<file path="src/logic/i2c_port_pkg.sv">
// Constants and carrier types for the two-wire slave register port.
// Assumes a single 25 MHz system clock samples the bus lines.
package i2c_port_pkg;
    localparam logic [7:0] SLAVE_ADDR_BASE = 8'h90;
    localparam int STRAP_UPPER_WEIGHT = 8;
    localparam int STRAP_LOWER_WEIGHT = 2;
    localparam logic [1:0] STRAP_VDD = 2'h0;
    localparam logic [1:0] STRAP_VSS = 2'h1;
    localparam logic [1:0] STRAP_SCL = 2'h2;
    localparam logic [1:0] STRAP_SDA = 2'h3;
    localparam int REG_SEL_MSB = 6;
    localparam int REG_SEL_LSB = 3;
    localparam int CHAN_MSB = 2;
    localparam int CHAN_LSB = 1;
    localparam logic [1:0] CHAN_FIRST = 2'h0;
    localparam logic [1:0] CHAN_SECOND = 2'h1;
    localparam logic [2:0] BIT_CNT_LAST = 3'h7;
    localparam logic [7:0] READ_ZERO = 8'h00;

    typedef struct packed {
        logic [3:0] reg_sel;
        logic [1:0] chan;
    } reg_addr_t;

    typedef struct packed {
        logic wr;
        logic rd;
        reg_addr_t addr;
        logic [7:0] wdata;
    } reg_req_t;

    typedef struct packed {
        logic o;
        logic oe;
    } pin_drive_t;
endpackage : i2c_port_pkg

</file>
<file path="src/logic/bus_line_sync.sv">
// Two-flop synchroniser plus edge detection for one bus line.
// Assumes the line is asynchronous to ref_clk_i; idles high.
`timescale 1ns/1ns
module bus_line_sync
    import i2c_port_pkg::*;
(
    input wire logic ref_clk_i,
    input wire logic rst_i,
    input wire logic ce_i,
    input wire logic line_i,
    output logic level_o,
    output logic rise_o,
    output logic fall_o
);
    logic meta_ff;
    logic sync_ff;
    logic prev_ff;

    always_ff @(posedge ref_clk_i or posedge rst_i) begin
        if (rst_i) begin
            meta_ff <= 1'b1;
            sync_ff <= 1'b1;
            prev_ff <= 1'b1;
        end else if (ce_i) begin
            meta_ff <= line_i;
            sync_ff <= meta_ff;
            prev_ff <= sync_ff;
        end
    end

    assign level_o = sync_ff;
    assign rise_o = sync_ff & ~prev_ff;
    assign fall_o = ~sync_ff & prev_ff;
endmodule : bus_line_sync

</file>
<file path="src/logic/i2c_slave_register_port.sv">
// Two-wire slave port giving an outside master access to the UART registers.
// Assumes the register side answers a read in the same cycle (rdata_i is combinational on addr).
//
// Contract
// Data falling while clock high is a start.
// Data rising while clock high is a stop; transaction ends.
// Only the master makes start and stop conditions.
// Data line stays stable while clock high.
// Bytes are eight bits, MSB first, then one acknowledge slot.
// Master clocks the ack; transmitter releases, acknowledger pulls low.
// Acknowledge every accepted address, register-address and data byte.
// Leave data released (NACK) when a further byte cannot be accepted.
// Master reading acknowledges all but the last byte.
// Master should stop after a timeout without acknowledge.
// First byte: seven address bits, then direction bit (1 = read).
// Match seven bits after start; acknowledge and take direction.
// Address is 0x90 + 8*upper strap + 2*lower strap.
// Register-address byte follows the slave address and is acknowledged.
// Write cycle writes each data byte to the named location.
// Read cycle: repeated start, read address, shift data until NACK.
// Repeated start begins a new address phase.
// No limit on bytes between start and stop.
// Bits 6:3 register, bits 2:1 channel, bits 7 and 0 ignored.
// On mismatch stay released and ignore bytes until next start.
// Reserved channel: no register change, no pop, reads return zero.
`timescale 1ns/1ns
module i2c_slave_register_port
    import i2c_port_pkg::*;
(
    input wire logic ref_clk_i,
    input wire logic rst_i,
    input wire logic ce_i,
    input wire logic scl_i,
    input wire logic sda_i,
    output logic sda_o,
    output logic sda_oe_o,
    input wire logic [1:0] addr_strap_upper_i,
    input wire logic [1:0] addr_strap_lower_i,
    output reg_req_t req_o,
    input wire logic [7:0] rdata_i,
    output logic busy_o
);
    typedef enum {
        ST_IDLE,
        ST_DEV_ADDR,
        ST_DEV_ACK,
        ST_REG_ADDR,
        ST_REG_ACK,
        ST_WR_DATA,
        ST_WR_ACK,
        ST_RD_DATA,
        ST_RD_ACK,
        ST_IGNORE
    } port_state_t;

    // States in which the master shifts a byte into the port
    function automatic logic rx_state(input port_state_t s);
        return (s == ST_DEV_ADDR) || (s == ST_REG_ADDR) || (s == ST_WR_DATA);
    endfunction : rx_state

    // States whose ninth slot the port may pull low
    function automatic logic ack_state(input port_state_t s);
        return (s == ST_DEV_ACK) || (s == ST_REG_ACK) || (s == ST_WR_ACK);
    endfunction : ack_state

    ////////////////////////////////////////////////////////////////////////
    // Line sampling

    // Edges seen here lag the pins by one to two clocks
    logic scl_lvl;
    logic scl_rise;
    logic scl_fall;
    logic sda_lvl;
    logic sda_rise;
    logic sda_fall;

    bus_line_sync u_scl_sync (
        .ref_clk_i(ref_clk_i),
        .rst_i(rst_i),
        .ce_i(ce_i),
        .line_i(scl_i),
        .level_o(scl_lvl),
        .rise_o(scl_rise),
        .fall_o(scl_fall)
    );

    bus_line_sync u_sda_sync (
        .ref_clk_i(ref_clk_i),
        .rst_i(rst_i),
        .ce_i(ce_i),
        .line_i(sda_i),
        .level_o(sda_lvl),
        .rise_o(sda_rise),
        .fall_o(sda_fall)
    );

    // SDA edge while SCL high is a condition, never a data bit
    logic start_det;
    logic stop_det;
    assign start_det = sda_fall & scl_lvl;
    assign stop_det = sda_rise & scl_lvl;

    ////////////////////////////////////////////////////////////////////////
    // Address straps

    function automatic logic [7:0] strap_address(input logic [1:0] upper, input logic [1:0] lower);
        logic [7:0] sum;
        sum = SLAVE_ADDR_BASE;
        sum = sum + 8'(int'(upper) * STRAP_UPPER_WEIGHT);
        sum = sum + 8'(int'(lower) * STRAP_LOWER_WEIGHT);
        return sum;
    endfunction : strap_address

    function automatic logic chan_ok(input logic [1:0] chan);
        return (chan == CHAN_FIRST) || (chan == CHAN_SECOND);
    endfunction : chan_ok

    // Straps are static pins; latch them synchronised, not at reset
    logic [3:0] strap_meta_ff;
    logic [3:0] strap_sync_ff;
    logic [6:0] own_addr_ff;
    // Full 8-bit form; bit 0 is the direction slot and is dropped
    logic [7:0] strap_addr;
    assign strap_addr = strap_address(strap_sync_ff[3:2], strap_sync_ff[1:0]);

    always_ff @(posedge ref_clk_i or posedge rst_i) begin
        if (rst_i) begin
            strap_meta_ff <= 4'h0;
            strap_sync_ff <= 4'h0;
            own_addr_ff <= SLAVE_ADDR_BASE[7:1];
        end else if (ce_i) begin
            strap_meta_ff <= {addr_strap_upper_i, addr_strap_lower_i};
            strap_sync_ff <= strap_meta_ff;
            own_addr_ff <= strap_addr[7:1];
        end
    end

    ////////////////////////////////////////////////////////////////////////
    // Byte shifter and state

    port_state_t state_ff;
    logic [7:0] shift_ff;
    logic [2:0] bit_cnt_ff;
    reg_addr_t addr_ff;
    logic byte_done;

    assign byte_done = scl_rise && (bit_cnt_ff == BIT_CNT_LAST);

    // Bits are sampled on SCL rise, MSB first
    // A stray rise before a stop or repeated start is undone by the count reset
    always_ff @(posedge ref_clk_i or posedge rst_i) begin
        if (rst_i) begin
            shift_ff <= 8'h00;
            bit_cnt_ff <= 3'h0;
        end else if (ce_i) begin
            if (start_det || stop_det) begin
                bit_cnt_ff <= 3'h0;
            end else if (scl_rise && rx_state(state_ff)) begin
                shift_ff <= {shift_ff[6:0], sda_lvl};
                bit_cnt_ff <= bit_cnt_ff + 3'h1;
            end else if (scl_rise && state_ff == ST_RD_DATA) begin
                bit_cnt_ff <= bit_cnt_ff + 3'h1;
            end
        end
    end

    logic [7:0] rx_byte;
    assign rx_byte = {shift_ff[6:0], sda_lvl};

    logic ack_pending_ff;
    logic master_nack_ff;

    always_ff @(posedge ref_clk_i or posedge rst_i) begin
        if (rst_i) begin
            state_ff <= ST_IDLE;
            ack_pending_ff <= 1'b0;
            master_nack_ff <= 1'b0;
            addr_ff <= '0;
        end else if (ce_i) begin
            if (start_det) begin
                state_ff <= ST_DEV_ADDR;
                ack_pending_ff <= 1'b0;
                master_nack_ff <= 1'b0;
            end else if (stop_det) begin
                state_ff <= ST_IDLE;
                ack_pending_ff <= 1'b0;
            end else begin
                unique case (state_ff)
                    ST_IDLE, ST_IGNORE: begin
                        state_ff <= state_ff;
                    end
                    ST_DEV_ADDR: begin
                        if (byte_done) begin
                            if (rx_byte[7:1] == own_addr_ff) begin
                                ack_pending_ff <= 1'b1;
                                master_nack_ff <= rx_byte[0];
                                state_ff <= ST_DEV_ACK;
                            end else begin
                                state_ff <= ST_IGNORE;
                            end
                        end
                    end
                    ST_DEV_ACK: begin
                        // Leave the ack slot on the falling edge after its pulse
                        if (scl_fall && !ack_pending_ff) begin
                            state_ff <= master_nack_ff ? ST_RD_DATA : ST_REG_ADDR;
                        end else if (scl_fall) begin
                            ack_pending_ff <= 1'b0;
                        end
                    end
                    ST_REG_ADDR: begin
                        if (byte_done) begin
                            addr_ff.reg_sel <= rx_byte[REG_SEL_MSB:REG_SEL_LSB];
                            addr_ff.chan <= rx_byte[CHAN_MSB:CHAN_LSB];
                            ack_pending_ff <= 1'b1;
                            state_ff <= ST_REG_ACK;
                        end
                    end
                    ST_REG_ACK: begin
                        if (scl_fall && !ack_pending_ff) begin
                            state_ff <= ST_WR_DATA;
                        end else if (scl_fall) begin
                            ack_pending_ff <= 1'b0;
                        end
                    end
                    ST_WR_DATA: begin
                        if (byte_done) begin
                            ack_pending_ff <= 1'b1;
                            state_ff <= ST_WR_ACK;
                        end
                    end
                    ST_WR_ACK: begin
                        if (scl_fall && !ack_pending_ff) begin
                            state_ff <= ST_WR_DATA;
                        end else if (scl_fall) begin
                            ack_pending_ff <= 1'b0;
                        end
                    end
                    ST_RD_DATA: begin
                        if (byte_done) begin
                            ack_pending_ff <= 1'b1;
                            state_ff <= ST_RD_ACK;
                        end
                    end
                    ST_RD_ACK: begin
                        // Master NACK ends the read; only a start revives us
                        // First fall closes the eighth bit; the next rise is the slot
                        if (scl_fall && ack_pending_ff) begin
                            ack_pending_ff <= 1'b0;
                        end else if (scl_rise) begin
                            master_nack_ff <= sda_lvl;
                        end else if (scl_fall) begin
                            state_ff <= master_nack_ff ? ST_IGNORE : ST_RD_DATA;
                        end
                    end
                endcase
            end
        end
    end

    ////////////////////////////////////////////////////////////////////////
    // Register requests

    reg_req_t req_ff;
    logic [7:0] tx_ff;

    // Load the outgoing byte at the fall that opens each read byte
    logic rd_load;
    assign rd_load = scl_fall && ((state_ff == ST_DEV_ACK && !ack_pending_ff && master_nack_ff)
                     || (state_ff == ST_RD_ACK && !ack_pending_ff && !master_nack_ff));

    always_ff @(posedge ref_clk_i or posedge rst_i) begin
        if (rst_i) begin
            req_ff <= '0;
            tx_ff <= 8'h00;
        end else if (ce_i) begin
            req_ff.wr <= 1'b0;
            req_ff.rd <= 1'b0;
            // Address leads every strobe, so rdata_i has settled by rd_load
            req_ff.addr <= addr_ff;
            if (state_ff == ST_WR_DATA && byte_done && !start_det && !stop_det) begin
                req_ff.wr <= chan_ok(addr_ff.chan);
                req_ff.wdata <= rx_byte;
            end else if (rd_load) begin
                req_ff.rd <= chan_ok(addr_ff.chan);
                tx_ff <= chan_ok(addr_ff.chan) ? rdata_i : READ_ZERO;
            end else if (state_ff == ST_RD_DATA && scl_fall) begin
                tx_ff <= {tx_ff[6:0], 1'b0};
            end
        end
    end

    assign req_o = req_ff;

    ////////////////////////////////////////////////////////////////////////
    // Data line drive

    pin_drive_t drive_ff;
    logic in_ack;
    assign in_ack = ack_state(state_ff);

    // Changes on SCL fall, so SDA holds through each high phase; a start or stop releases it at once
    always_ff @(posedge ref_clk_i or posedge rst_i) begin
        if (rst_i) begin
            drive_ff <= '{o: 1'b1, oe: 1'b0};
        end else if (ce_i) begin
            if (start_det || stop_det) begin
                drive_ff <= '{o: 1'b1, oe: 1'b0};
            end else if (scl_fall) begin
                if (in_ack && ack_pending_ff) begin
                    drive_ff <= '{o: 1'b0, oe: 1'b1};
                end else if (rd_load) begin
                    // Reserved channel reads shift out zeros, a pulled-low line
                    drive_ff <= '{o: 1'b0, oe: !(chan_ok(addr_ff.chan) ? rdata_i[7] : READ_ZERO[7])};
                end else if (state_ff == ST_RD_DATA && bit_cnt_ff != 3'h0) begin
                    drive_ff <= '{o: 1'b0, oe: !tx_ff[6]};
                end else begin
                    drive_ff <= '{o: 1'b1, oe: 1'b0};
                end
            end
        end
    end

    // Open drain: a one is a released line
    assign sda_o = drive_ff.o;
    assign sda_oe_o = drive_ff.oe;

    // Status only; a master that never stops leaves it set
    logic busy_ff;
    always_ff @(posedge ref_clk_i or posedge rst_i) begin
        if (rst_i) begin
            busy_ff <= 1'b0;
        end else if (ce_i) begin
            if (start_det) begin
                busy_ff <= 1'b1;
            end else if (stop_det) begin
                busy_ff <= 1'b0;
            end
        end
    end
    assign busy_o = busy_ff;
endmodule : i2c_slave_register_port

</file>
<file path="config.mk">
export PLATFORM = sky130hd
export DESIGN_NAME = i2c_slave_register_port
export DESIGN_NICKNAME = d
export VERILOG_FILES = /design/src/logic/i2c_port_pkg.sv /design/src/logic/bus_line_sync.sv /design/src/logic/i2c_slave_register_port.sv
export SDC_FILE = /design/constraint.sdc
export NUM_CORES = 1
export LEC_CHECK = 0
export BUFFER_PORTS_ARGS = -buffer_cell sky130_fd_sc_hd__buf_2
export CORE_MARGIN = 2
export CORE_UTILIZATION = 55
export CTS_BUF_LIST = sky130_fd_sc_hd__clkbuf_2
export CTS_CLUSTER_SIZE = 10
export DETAILED_ROUTE_END_ITERATION = 10
export GPL_ROUTABILITY_DRIVEN = 1
export PLACE_DENSITY = 0.79
export SYNTH_ARGS = -nofsm -noshare
export SYNTH_HDL_FRONTEND = slang
export SYNTH_SLANG_ARGS = --single-unit
</file>
<file path="constraint.sdc">
create_clock -name ref_clk_i -period 2.1 [get_ports ref_clk_i]
set_input_delay 0.315 -clock ref_clk_i [delete_from_list [all_inputs] [get_ports ref_clk_i]]
set_output_delay 0.315 -clock ref_clk_i [all_outputs]
set_load 0.03 [all_outputs]
</file>
==> Implementation_results.wiki, run 1 <==
{| class="wikitable"
! Metric !! Value
|-
| Outcome || complete, no violations
|-
| Global route overflow || 0
|-
| H-tree level count || 3
|-
| Core box area || 0.00557 mm²
|-
| Worst r2r dst || state_ff[1]
|-
| Critical path startpoint category || flop
|-
| Overall die width || 80.4 µm
|-
| Final std cells w/o fill || ~390
|-
| Remaining number of nets flagged by the antenna check after routing || 0
|-
| Clock latency on the worst-skew pair || 0.50 ns
|-
| Num CTS Buffers || 9
|-
| Number of top-level pins || 36
|-
| Global-route total usage across every layer || 0.236
|-
| Area occupied by registers || 0.00169 mm²
|-
| Critical path start-end classification || flop to flop
|-
| Worst vdd ir || 0.594 mV
|-
| Growth of design area from synthesis to finish || 18.0%
|-
| Die area || 0.00646 mm²
|-
| Aggregate negative setup slack || 0 ns
|-
| Die height || 80.4 µm
|-
| Commonest register cell after synthesis || dfrtp_1
|-
| Average via count per standard cell || 5.81
|-
| Leakage Power || 0.00180 µW
|-
| CTS Buffer Depth || 2
|-
| First-pass GRT wire length || 11.4 mm
|-
| Worst reg2reg path depth || 5
|-
| Mean instance size in the synthesized netlist || approximately 12 µm²
|-
| EDFF count, synth || 0
|-
| Period Utilization, post-route || 0.957
|-
| Placer Congestion || ~0.90
|-
| DRT iter0 DRCs || around 190
|-
| Worst r2r src || state_ff[0]
|-
| Worst hold slack across all endpoints || 0.0453 ns
|-
| Count of filler cells inserted in the layout || 412
|-
| Buffers added on ports || 35
|-
| Setup bufs post-CTS || 0
|-
| Transition time at the pin with the least slew margin || 0.653 ns
|-
| Hold-critical path depth || 2
|-
| Worst Clk Skew || 0.0290 ns
|-
| Power density over the cells || roughly 1000 mW/mm²
|-
| Post-route DRC || 0
|-
| Antenna Diode Count || 0
|-
| Post-synthesis instance total || 259
|-
| Standard-cell rows || 27
|-
| Combined area of the multi-input logic cells || 0.00142 mm²
|-
| Detailed Routing Iterations Pass 1 || 4
|-
| Req. time, crit path || between 2 and 3 ns
|-
| Vias || roughly 2300
|-
| Internal reg-to-reg setup slack || 0.09 ns
|-
| FFs w/ async S/R, synth || 1.00
|-
| Min-delay src || sda_i
|-
| Clock input transition at the sequential cells of the worst setup and hold paths || about 0.21 ns
|-
| Number of sinks driven by the clock tree || 67
|-
| Vias in the first global route || about 2300
|-
| Max-slew violations || 0
|-
| Final number of hold-violating endpoints || 0
|-
| Share of post-route cells with drive strength above 1 || 0.444
|-
| Average wire length per cell after detail routing || approximately 17 µm
|-
| Portion of the post-synthesis area used by sequential elements || 0.526
|-
| Largest fanout on the critical path || 7
|-
| Max-capacitance violation count || 0
|-
| Effective utilization at floorplan || 0.576
|-
| Clock period minus worst slack || 2.01 ns
|-
| Number of distinct library cells after synthesis || 55
|-
| Crit path DAT || 2.43 ns
|-
| Final cell utilization of the core || 0.679
|-
| Highest clock rate || 0.497 GHz
|-
| Cell area after technology mapping || around 0.0032 mm²
|-
| Number of nets in the synthesized netlist || 279
|-
| Hold WC Path Type || input port to flop
|-
| Final net count || ~340
|-
| Number of antenna violations at the first check in global routing || 0
|-
| Final Setup Violations || 0
|-
| Count of synthesis-stage warnings from yosys || 0
|-
| Kind of end point of the critical path || flop
|-
| Pin count of the biggest net entering global routing || 53
|-
| RSZ-0062 raised after global routing || false
|-
| Aggregate routed wire length || between 6 and 7 mm
|-
| Worst slew margin || 0.553
|-
| DP Wirelength || 4.66 mm
|-
| Root buf cell || clkbuf_2
|-
| Clock tree from TritonCTS || done
|-
| Number of synthesized register bits || 67
|-
| Count of placed standard cells including taps || 373
|-
| Worst hold path endpoint || u_sda_sync.meta_ff
|}
-- final cells by class --
type | instances | share of cell area
Timing Repair Buffer | 59 | 0.104
Sequential cell | 67 | 0.445
Clock buffer | 9 | 0.0119
Tap cell | 72 | 0.0238
Clock inverter | 7 | 0.0264
Multi-Input combinational cell | 166 | 0.375
Inverter | 14 | 0.0139
-- per-layer routing --
metal  part of all wire  GRT usage  up-vias
met5                  0          0        -
met4             0.0093     0.0797        0
met3              0.062     0.0708        7
met2               0.48      0.363       82
met1               0.45      0.319     1139
li1                   -          -     1061
-- Yosys cell counts, types with 3 or more instances --
| cell type | n | area, µm² |
|---|---|---|
| a211oi_1 | 3 | 22.5 |
| a22o_1 | 3 | 26.3 |
| nor2_1 | 5 | 18.8 |
| a211oi_2 | 3 | 37.5 |
| nand2_1 | 11 | 41.3 |
| nor2b_1 | 4 | 25.0 |
| dfrtp_1 | 59 | 1480 |
| mux2_2 | 46 | 518 |
| buf_2 | 4 | 20.0 |
| dfstp_2 | 8 | 210 |
| inv_1 | 13 | 48.8 |
| xnor2_1 | 5 | 43.8 |
| o21ai_0 | 8 | 40.0 |
| a21oi_1 | 9 | 45.0 |
| clkbuf_1 | 6 | 22.5 |
| ha_1 | 3 | 37.5 |
| a32oi_1 | 3 | 26.3 |
| nand3_1 | 6 | 30.0 |
| nor3b_1 | 7 | 52.6 |
| nand2b_1 | 4 | 25.0 |
| nand3b_1 | 3 | 22.5 |
| a32o_1 | 3 | 30.0 |
-- through the flow --
step / setup slack (ns) / power (µW) / instance area (µm²)
2_1_floorplan: 0.115 / 2560 / 3210
3_3_place_gp: 0.106 / 2930 / 3580
3_5_place_dp: 0.0843 / 2960 / 3580
4_1_cts: 0.0832 / 3860 / 3740
5_1_grt: 0.0186 / 4080 / 3790
6_report: 0.0898 / 3870 / 3790
-- worst max-delay path, stage by stage, from the launching register on --
cell	delay (ns)
dfrtp_1	0.49
or4b_4	0.57
o21a_4	0.15
o221a_4	0.24
o21ai_4	0.17
mux2_4	0.32
-- cells by family (layout without fill, tap and decap cells) --
logic type      Yosys count  after routing  synth area share
flops                    67             67             0.526
simple gates             59             59             0.112
compound gates           51             51             0.131
mux                      48             48             0.171
buf+inv                  26             89            0.0355
xor+xnor                  5              5            0.0136
fa+ha+maj                 3              3            0.0117
-- state kept, by name (all words and copies together), names as in the netlist, 3 cells and up --
register,cells
addr_ff,6
bit_cnt_ff,3
own_addr_ff,5
req_o,16
shift_ff,7
state_ff,4
strap_meta_ff,4
strap_sync_ff,4
tx_ff,7
-- cells in the final DEF (no fill, tap or decap), types with 6 or more instances in the layout --
| master | instances |
|---|---|
| clkbuf_2 | 9 |
| inv_1 | 12 |
| buf_4 | 17 |
| o21ai_0 | 8 |
| nand3_1 | 6 |
| a21oi_1 | 9 |
| dfrtp_1 | 59 |
| mux2_2 | 46 |
| buf_2 | 35 |
| nor3b_1 | 7 |
| dfstp_2 | 8 |
| nand2_1 | 10 |
-- how the worst max path moves through the flow --
stage | startpoint | endpoint | depth (start not counted)
after floorplan | rst_i | ack_pending_ff | 1
after global placement | u_sda_sync.prev_ff | addr_ff[2] | 5
after detailed placement | u_sda_sync.prev_ff | addr_ff[2] | 5
after CTS | u_sda_sync.prev_ff | addr_ff[1] | 5
after global routing | u_sda_sync.prev_ff | tx_ff[6] | 6
final | state_ff[0] | state_ff[1] | 5
-- report_power, final --
part / internal [µW] / total [µW] / switching, µW
logic: 600 / 1200 / 601
registers: 1540 / 1770 / 230
clock network: 405 / 898 / 493
-- what timing repair did --
| item | CTS | global route |
|---|---|---|
| setup endpoints to repair | 0 | 6 |
| gates resized for setup | 0 | 3 |
| hold buffers | 1 | 4 |
| endpoints found under the hold margin | 14 | 4 |
Power figures use the tool's default switching activity.
==> inputs of run 2 (changes only) <==
Settings changed: CORE_UTILIZATION 55 to 25, PLACE_DENSITY 0.79 to not set, SKIP_CTS_REPAIR_TIMING set to 1.
==> Implementation_results.wiki, run 2 (same netlist as run 1, synthesis figures left out) <==
{| class="wikitable"
! Metric !! Value
|-
| Outcome || complete, no violations
|-
| Num CTS Buffers || 9
|-
| Leading cell type in the layout, fill and taps excluded || dfrtp_1
|-
| Delay contributed by the slowest stage of the critical path || 0.53 ns
|-
| Hold-critical path depth || 2
|-
| Aggregate negative setup slack || 0 ns
|-
| Final std cells w/o fill || about 500
|-
| Post-route DRC || 0
|-
| Power density over the cells || 971 mW/mm²
|-
| Vias in the first global route || 2302
|-
| Internal reg-to-reg setup slack || 0.07 ns
|-
| Worst Path Buf+Inv || 0
|-
| Largest delay contributor family on the critical path || compound AO/OA/AOI/OAI gates
|-
| Clock period minus worst slack || 2.03 ns
|-
| Combined area of the multi-input logic cells || 0.00143 mm²
|-
| Pin count of the biggest net entering global routing || 50
|-
| Period Utilization, post-route || 0.967
|-
| Final number of hold-violating endpoints || 0
|-
| Number of sinks driven by the clock tree || 67
|-
| Final cell utilization of the core || 0.316
|-
| Hold WC Path Type || input port to flop
|-
| Transition time at the pin with the least slew margin || roughly 0.51 ns
|-
| Count of filler cells inserted in the layout || 1300
|-
| H-tree level count || 3
|-
| Remaining number of nets flagged by the antenna check after routing || 0
|-
| Worst r2r src || state_ff[3]
|-
| Highest clock rate || 0.492 GHz
|-
| Placer Congestion || 0.876
|-
| Min-delay src || addr_strap_upper_i[0]
|-
| DP Wirelength || 5.22 mm
|-
| Max FFs per register || 16
|-
| Global route overflow || 0
|-
| Aggregate routed wire length || 7.15 mm
|-
| Core box area || 0.0126 mm²
|-
| Area occupied by registers || 0.00169 mm²
|-
| Critical path start-end classification || flop to flop
|-
| Detailed Routing Iterations Pass 1 || 4
|-
| Worst slew margin || 0.654
|-
| First-pass GRT wire length || 12.2 mm
|-
| Number of antenna violations at the first check in global routing || 0
|-
| Crit path cell chain || or4b_4 -> o21a_4 -> o221a_4 -> o21ai_4 -> mux2_4
|-
| Max-capacitance violation count || 0
|-
| Leakage Power || about 0.0018 µW
|-
| Buffers added on ports || 35
|-
| Vias || 2283
|-
| Effective utilization at floorplan || 0.255
|-
| Largest fanout on the critical path || 9
|-
| Global-route total usage across every layer || 0.111
|-
| Clock latency on the worst-skew pair || around 0.52 ns
|-
| Crit path DAT || 2.46 ns
|-
| Master of the slowest instance on the critical path || dfrtp_1
|-
| Clock tree from TritonCTS || done
|-
| Worst reg2reg path depth || 5
|-
| Average wire length per cell after detail routing || 14.2 µm
|-
| Kind of end point of the critical path || flop
|-
| Die area || between 0.01 and 0.015 mm²
|-
| Final Setup Violations || 0
|-
| Worst hold path endpoint || strap_meta_ff[2]
|-
| Number of top-level pins || 36
|-
| Antenna Diode Count || 0
|-
| Worst vdd ir || 0.356 mV
|-
| DRT iter0 DRCs || 123
|-
| Max-slew violations || 0
|-
| Average via count per standard cell || 4.55
|-
| Worst Clk Skew || 0.0282 ns
|-
| Growth of design area from synthesis to finish || 23.6%
|-
| Root buf cell || clkbuf_2
|-
| Clock input transition at the sequential cells of the worst setup and hold paths || 0.19 ns
|-
| Share of post-route cells with drive strength above 1 || 0.452
|-
| Req. time, crit path || 2.53 ns
|-
| Worst r2r dst || state_ff[1]
|-
| Die height || ~120 µm
|-
| Most used cells in the layout excluding fill and tap cells || dfrtp_1 (59), mux2_2 (46), buf_2 (35)
|-
| CTS Buffer Depth || 2
|-
| Critical path startpoint category || flop
|-
| Standard-cell rows || 41
|-
| Final net count || roughly 350
|-
| Overall die width || 117 µm
|-
| Count of placed standard cells including taps || 479
|}
## run 2: layout make-up
class,count,area share
multi-input cells,166,0.359
flip-flops and latches,67,0.425
inverters,14,0.0132
clock buffers,11,0.0139
repair buffers,67,0.115
clock inverters,5,0.0196
well taps,172,0.0542
## run 2: worst max-delay path by stage
stage	startpoint	end	slack, ns	depth (start not counted)
2_1_floorplan	rst_i	ack_pending_ff	0.12	1
3_3_place_gp	state_ff[3]	master_nack_ff	0.04	6
3_5_place_dp	state_ff[3]	master_nack_ff	0.06	6
4_1_cts	state_ff[3]	master_nack_ff	0.04	6
5_1_grt	bit_cnt_ff[1]	req_o[5]	-0.003	7
6_report	state_ff[3]	state_ff[1]	0.07	5
## run 2: metal layers
layer	part of all wire	routed length, µm	global-route usage	up-vias
met5	0	0	0	-
met4	0.019	137	0.0407	0
met3	0.048	340	0.0302	17
met2	0.46	3260	0.168	58
met1	0.48	3420	0.150	1129
li1	-	-	-	1079
## run 2: report_power, final
part | internal [µW] | total, µW | switching, µW | leakage (µW)
Sequential | 1540 | 1780 | 239 | 0.000843
Clock | 401 | 867 | 467 | 0.0000836
Combinational | 626 | 1210 | 582 | 0.000912
Total | 2560 | 3850 | 1290 | 0.00184
## run 2: metrics by stage
stage / cell area [µm²] / hold slack (ns) / power (µW) / setup WS [ns]
3_3_place_gp: 3750 / 0.342 / 2970 / 0.0411
6_report: 3970 / 0.0405 / 3850 / 0.0694
4_1_cts: 3880 / -0.266 / 3870 / 0.0408
2_1_floorplan: 3210 / 0.403 / 2560 / 0.115
3_5_place_dp: 3750 / 0.348 / 2990 / 0.0619
5_1_grt: 3970 / 0.0131 / 4100 / -0.00318
==> inputs of run 3 (changes only) <==
Settings changed: PLACE_DENSITY set to 0.46.
==> Implementation_results.wiki, run 3 (same netlist as run 1, synthesis figures left out) <==
{| class="wikitable"
! Metric !! Value
|-
| Clock tree from TritonCTS || done
|-
| Count of filler cells inserted in the layout || 1289
|-
| Power density over the cells || 934 mW/mm²
|-
| Kind of end point of the critical path || flop
|-
| Master of the slowest instance on the critical path || dfrtp_1
|-
| CP endpoint || state_ff[0]
|-
| Worst r2r src || state_ff[3]
|-
| Average wire length per cell after detail routing || about 14 µm
|-
| Number of gates on the worst path with buffers counted || 5
|-
| Combined area of the multi-input logic cells || 0.00142 mm²
|-
| Worst Path Buf+Inv || 0
|-
| Met3 track utilization from global routing || 0.0253
|-
| Max FFs per register || 16
|-
| Number of top-level pins || 36
|-
| Vias || between 2000 and 2500
|-
| Average via count per standard cell || 4.47
|-
| First-pass GRT wire length || 11.6 mm
|-
| Max-capacitance violation count || 0
|-
| Remaining number of nets flagged by the antenna check after routing || 0
|-
| Worst Clk Skew || 0.0274 ns
|-
| Detailed Routing Iterations Pass 1 || 4
|-
| Standard-cell rows || 41
|-
| Post-route DRC || 0
|-
| Clock period minus worst slack || 2.01 ns
|-
| Overall die width || 117 µm
|-
| Clock input transition at the sequential cells of the worst setup and hold paths || around 0.18 ns
|-
| Req. time, crit path || approximately 2.5 ns
|-
| Global-route total usage across every layer || 0.105
|-
| Worst r2r dst || state_ff[0]
|-
| Die area || 0.0138 mm²
|-
| Clock latency on the worst-skew pair || 0.50 ns
|-
| Growth of design area from synthesis to finish || 22.8%
|-
| Final number of hold-violating endpoints || 0
|-
| Total power consumption of the routed design || ~3700 µW
|-
| DRT iter0 DRCs || 81
|-
| GR Util met2 || 0.164
|-
| Crit path cell chain || or4b_4 -> o21a_4 -> o221a_4 -> o21ai_4 -> mux2_4
|-
| CTS Buffer Depth || 2
|-
| Worst vdd ir || 0.276 mV
|-
| Number of sinks driven by the clock tree || 67
|-
| Hold WC Path Type || input port to flop
|-
| Largest delay contributor family on the critical path || compound AO/OA/AOI/OAI gates
|-
| Share of post-route cells with drive strength above 1 || 0.442
|-
| Aggregate routed wire length || 6.91 mm
|-
| Num CTS Buffers || 9
|-
| H-tree level count || 3
|-
| Outcome || complete, no violations
|-
| Area occupied by registers || about 0.0017 mm²
|-
| Largest fanout on the critical path || 10
|-
| Final Setup Violations || 0
|-
| Leading cell type in the layout, fill and taps excluded || dfrtp_1
|-
| Number of antenna violations at the first check in global routing || 0
|-
| Global route hottest layer || met2
|-
| Core box area || 0.0126 mm²
|-
| Effective utilization at floorplan || 0.255
|-
| Most used cells in the layout excluding fill and tap cells || dfrtp_1 (59), mux2_2 (46), buf_2 (35)
|-
| Worst reg2reg path depth || 5
|-
| Placer Congestion || 0.836
|-
| Critical path start-end classification || flop to flop
|-
| Worst slew margin || 0.673
|-
| Vias in the first global route || 2277
|-
| Highest clock rate || 0.496 GHz
|-
| Internal reg-to-reg setup slack || 0.09 ns
|-
| Final net count || roughly 350
|-
| Leakage Power || 0.00183 µW
|-
| Global route overflow || 0
|-
| Pin count of the biggest net entering global routing || 35
|-
| Transition time at the pin with the least slew margin || 0.490 ns
|-
| Period Utilization, post-route || 0.959
|-
| Buffers added on ports || 35
|-
| RSZ-0062 raised after global routing || false
|-
| Delay contributed by the slowest stage of the critical path || 0.53 ns
|-
| Critical path startpoint category || flop
|-
| Max-slew violations || 0
|-
| Aggregate negative setup slack || 0 ns
|-
| Antenna Diode Count || 0
|-
| DP Wirelength || 4.97 mm
|-
| Met1 Use GR || 0.140
|-
| Crit path from || state_ff[3]
|-
| Die height || 117 µm
|-
| Root buf cell || clkbuf_2
|-
| Crit path DAT || 2.42 ns
|}
[run 3: where the power goes]
| part | internal, µW | switching [µW] | leakage, µW |
|---|---|---|---|
| sequential | 1540 | 226 | 0.000843 |
| clock | 271 | 465 | 0.0000707 |
| combinational | 619 | 563 | 0.000912 |
| total | 2430 | 1250 | 0.00183 |
[run 3: final cells by class]
class / instances / share of cell area
inverters: 14 / 0.0133
multi-input cells: 166 / 0.361
repair buffers: 67 / 0.116
clock inverters: 6 / 0.0143
flip-flops and latches: 67 / 0.428
clock buffers: 10 / 0.0127
well taps: 172 / 0.0546
[run 3: how the worst min path moves through the flow]
stage,start,end,slack (ns),cells past startpoint
after CTS,rst_i,req_o[6],-0.23,2
after global placement,rst_i,req_o[6],0.38,2
after detailed placement,rst_i,req_o[6],0.37,2
final,scl_i,u_scl_sync.meta_ff,0.06,2
after global routing,scl_i,u_scl_sync.meta_ff,0.02,2
after floorplan,strap_sync_ff[3],own_addr_ff[3],0.40,1
[run 3: through the flow]
stage                     setup WS, ns   util  hold WS, ns  cell area (µm²)  std cells
after floorplan                  0.115      -        0.403             3210        259
after global placement           0.130  0.298        0.377             3750        479
after CTS                       0.0871  0.307       -0.233             3860        495
final                           0.0857  0.313       0.0559             3940        502
after global routing            0.0185  0.313       0.0211             3940        502
after detailed placement         0.110  0.298        0.373             3750        479
[run 3: layer usage]
| layer | routed length [µm] | share of wire |
|---|---|---|
| met3 | 213 | 0.031 |
| met1 | 3380 | 0.49 |
| met2 | 3230 | 0.47 |
| met5 | 0 | 0 |
| met4 | 85 | 0.012 |
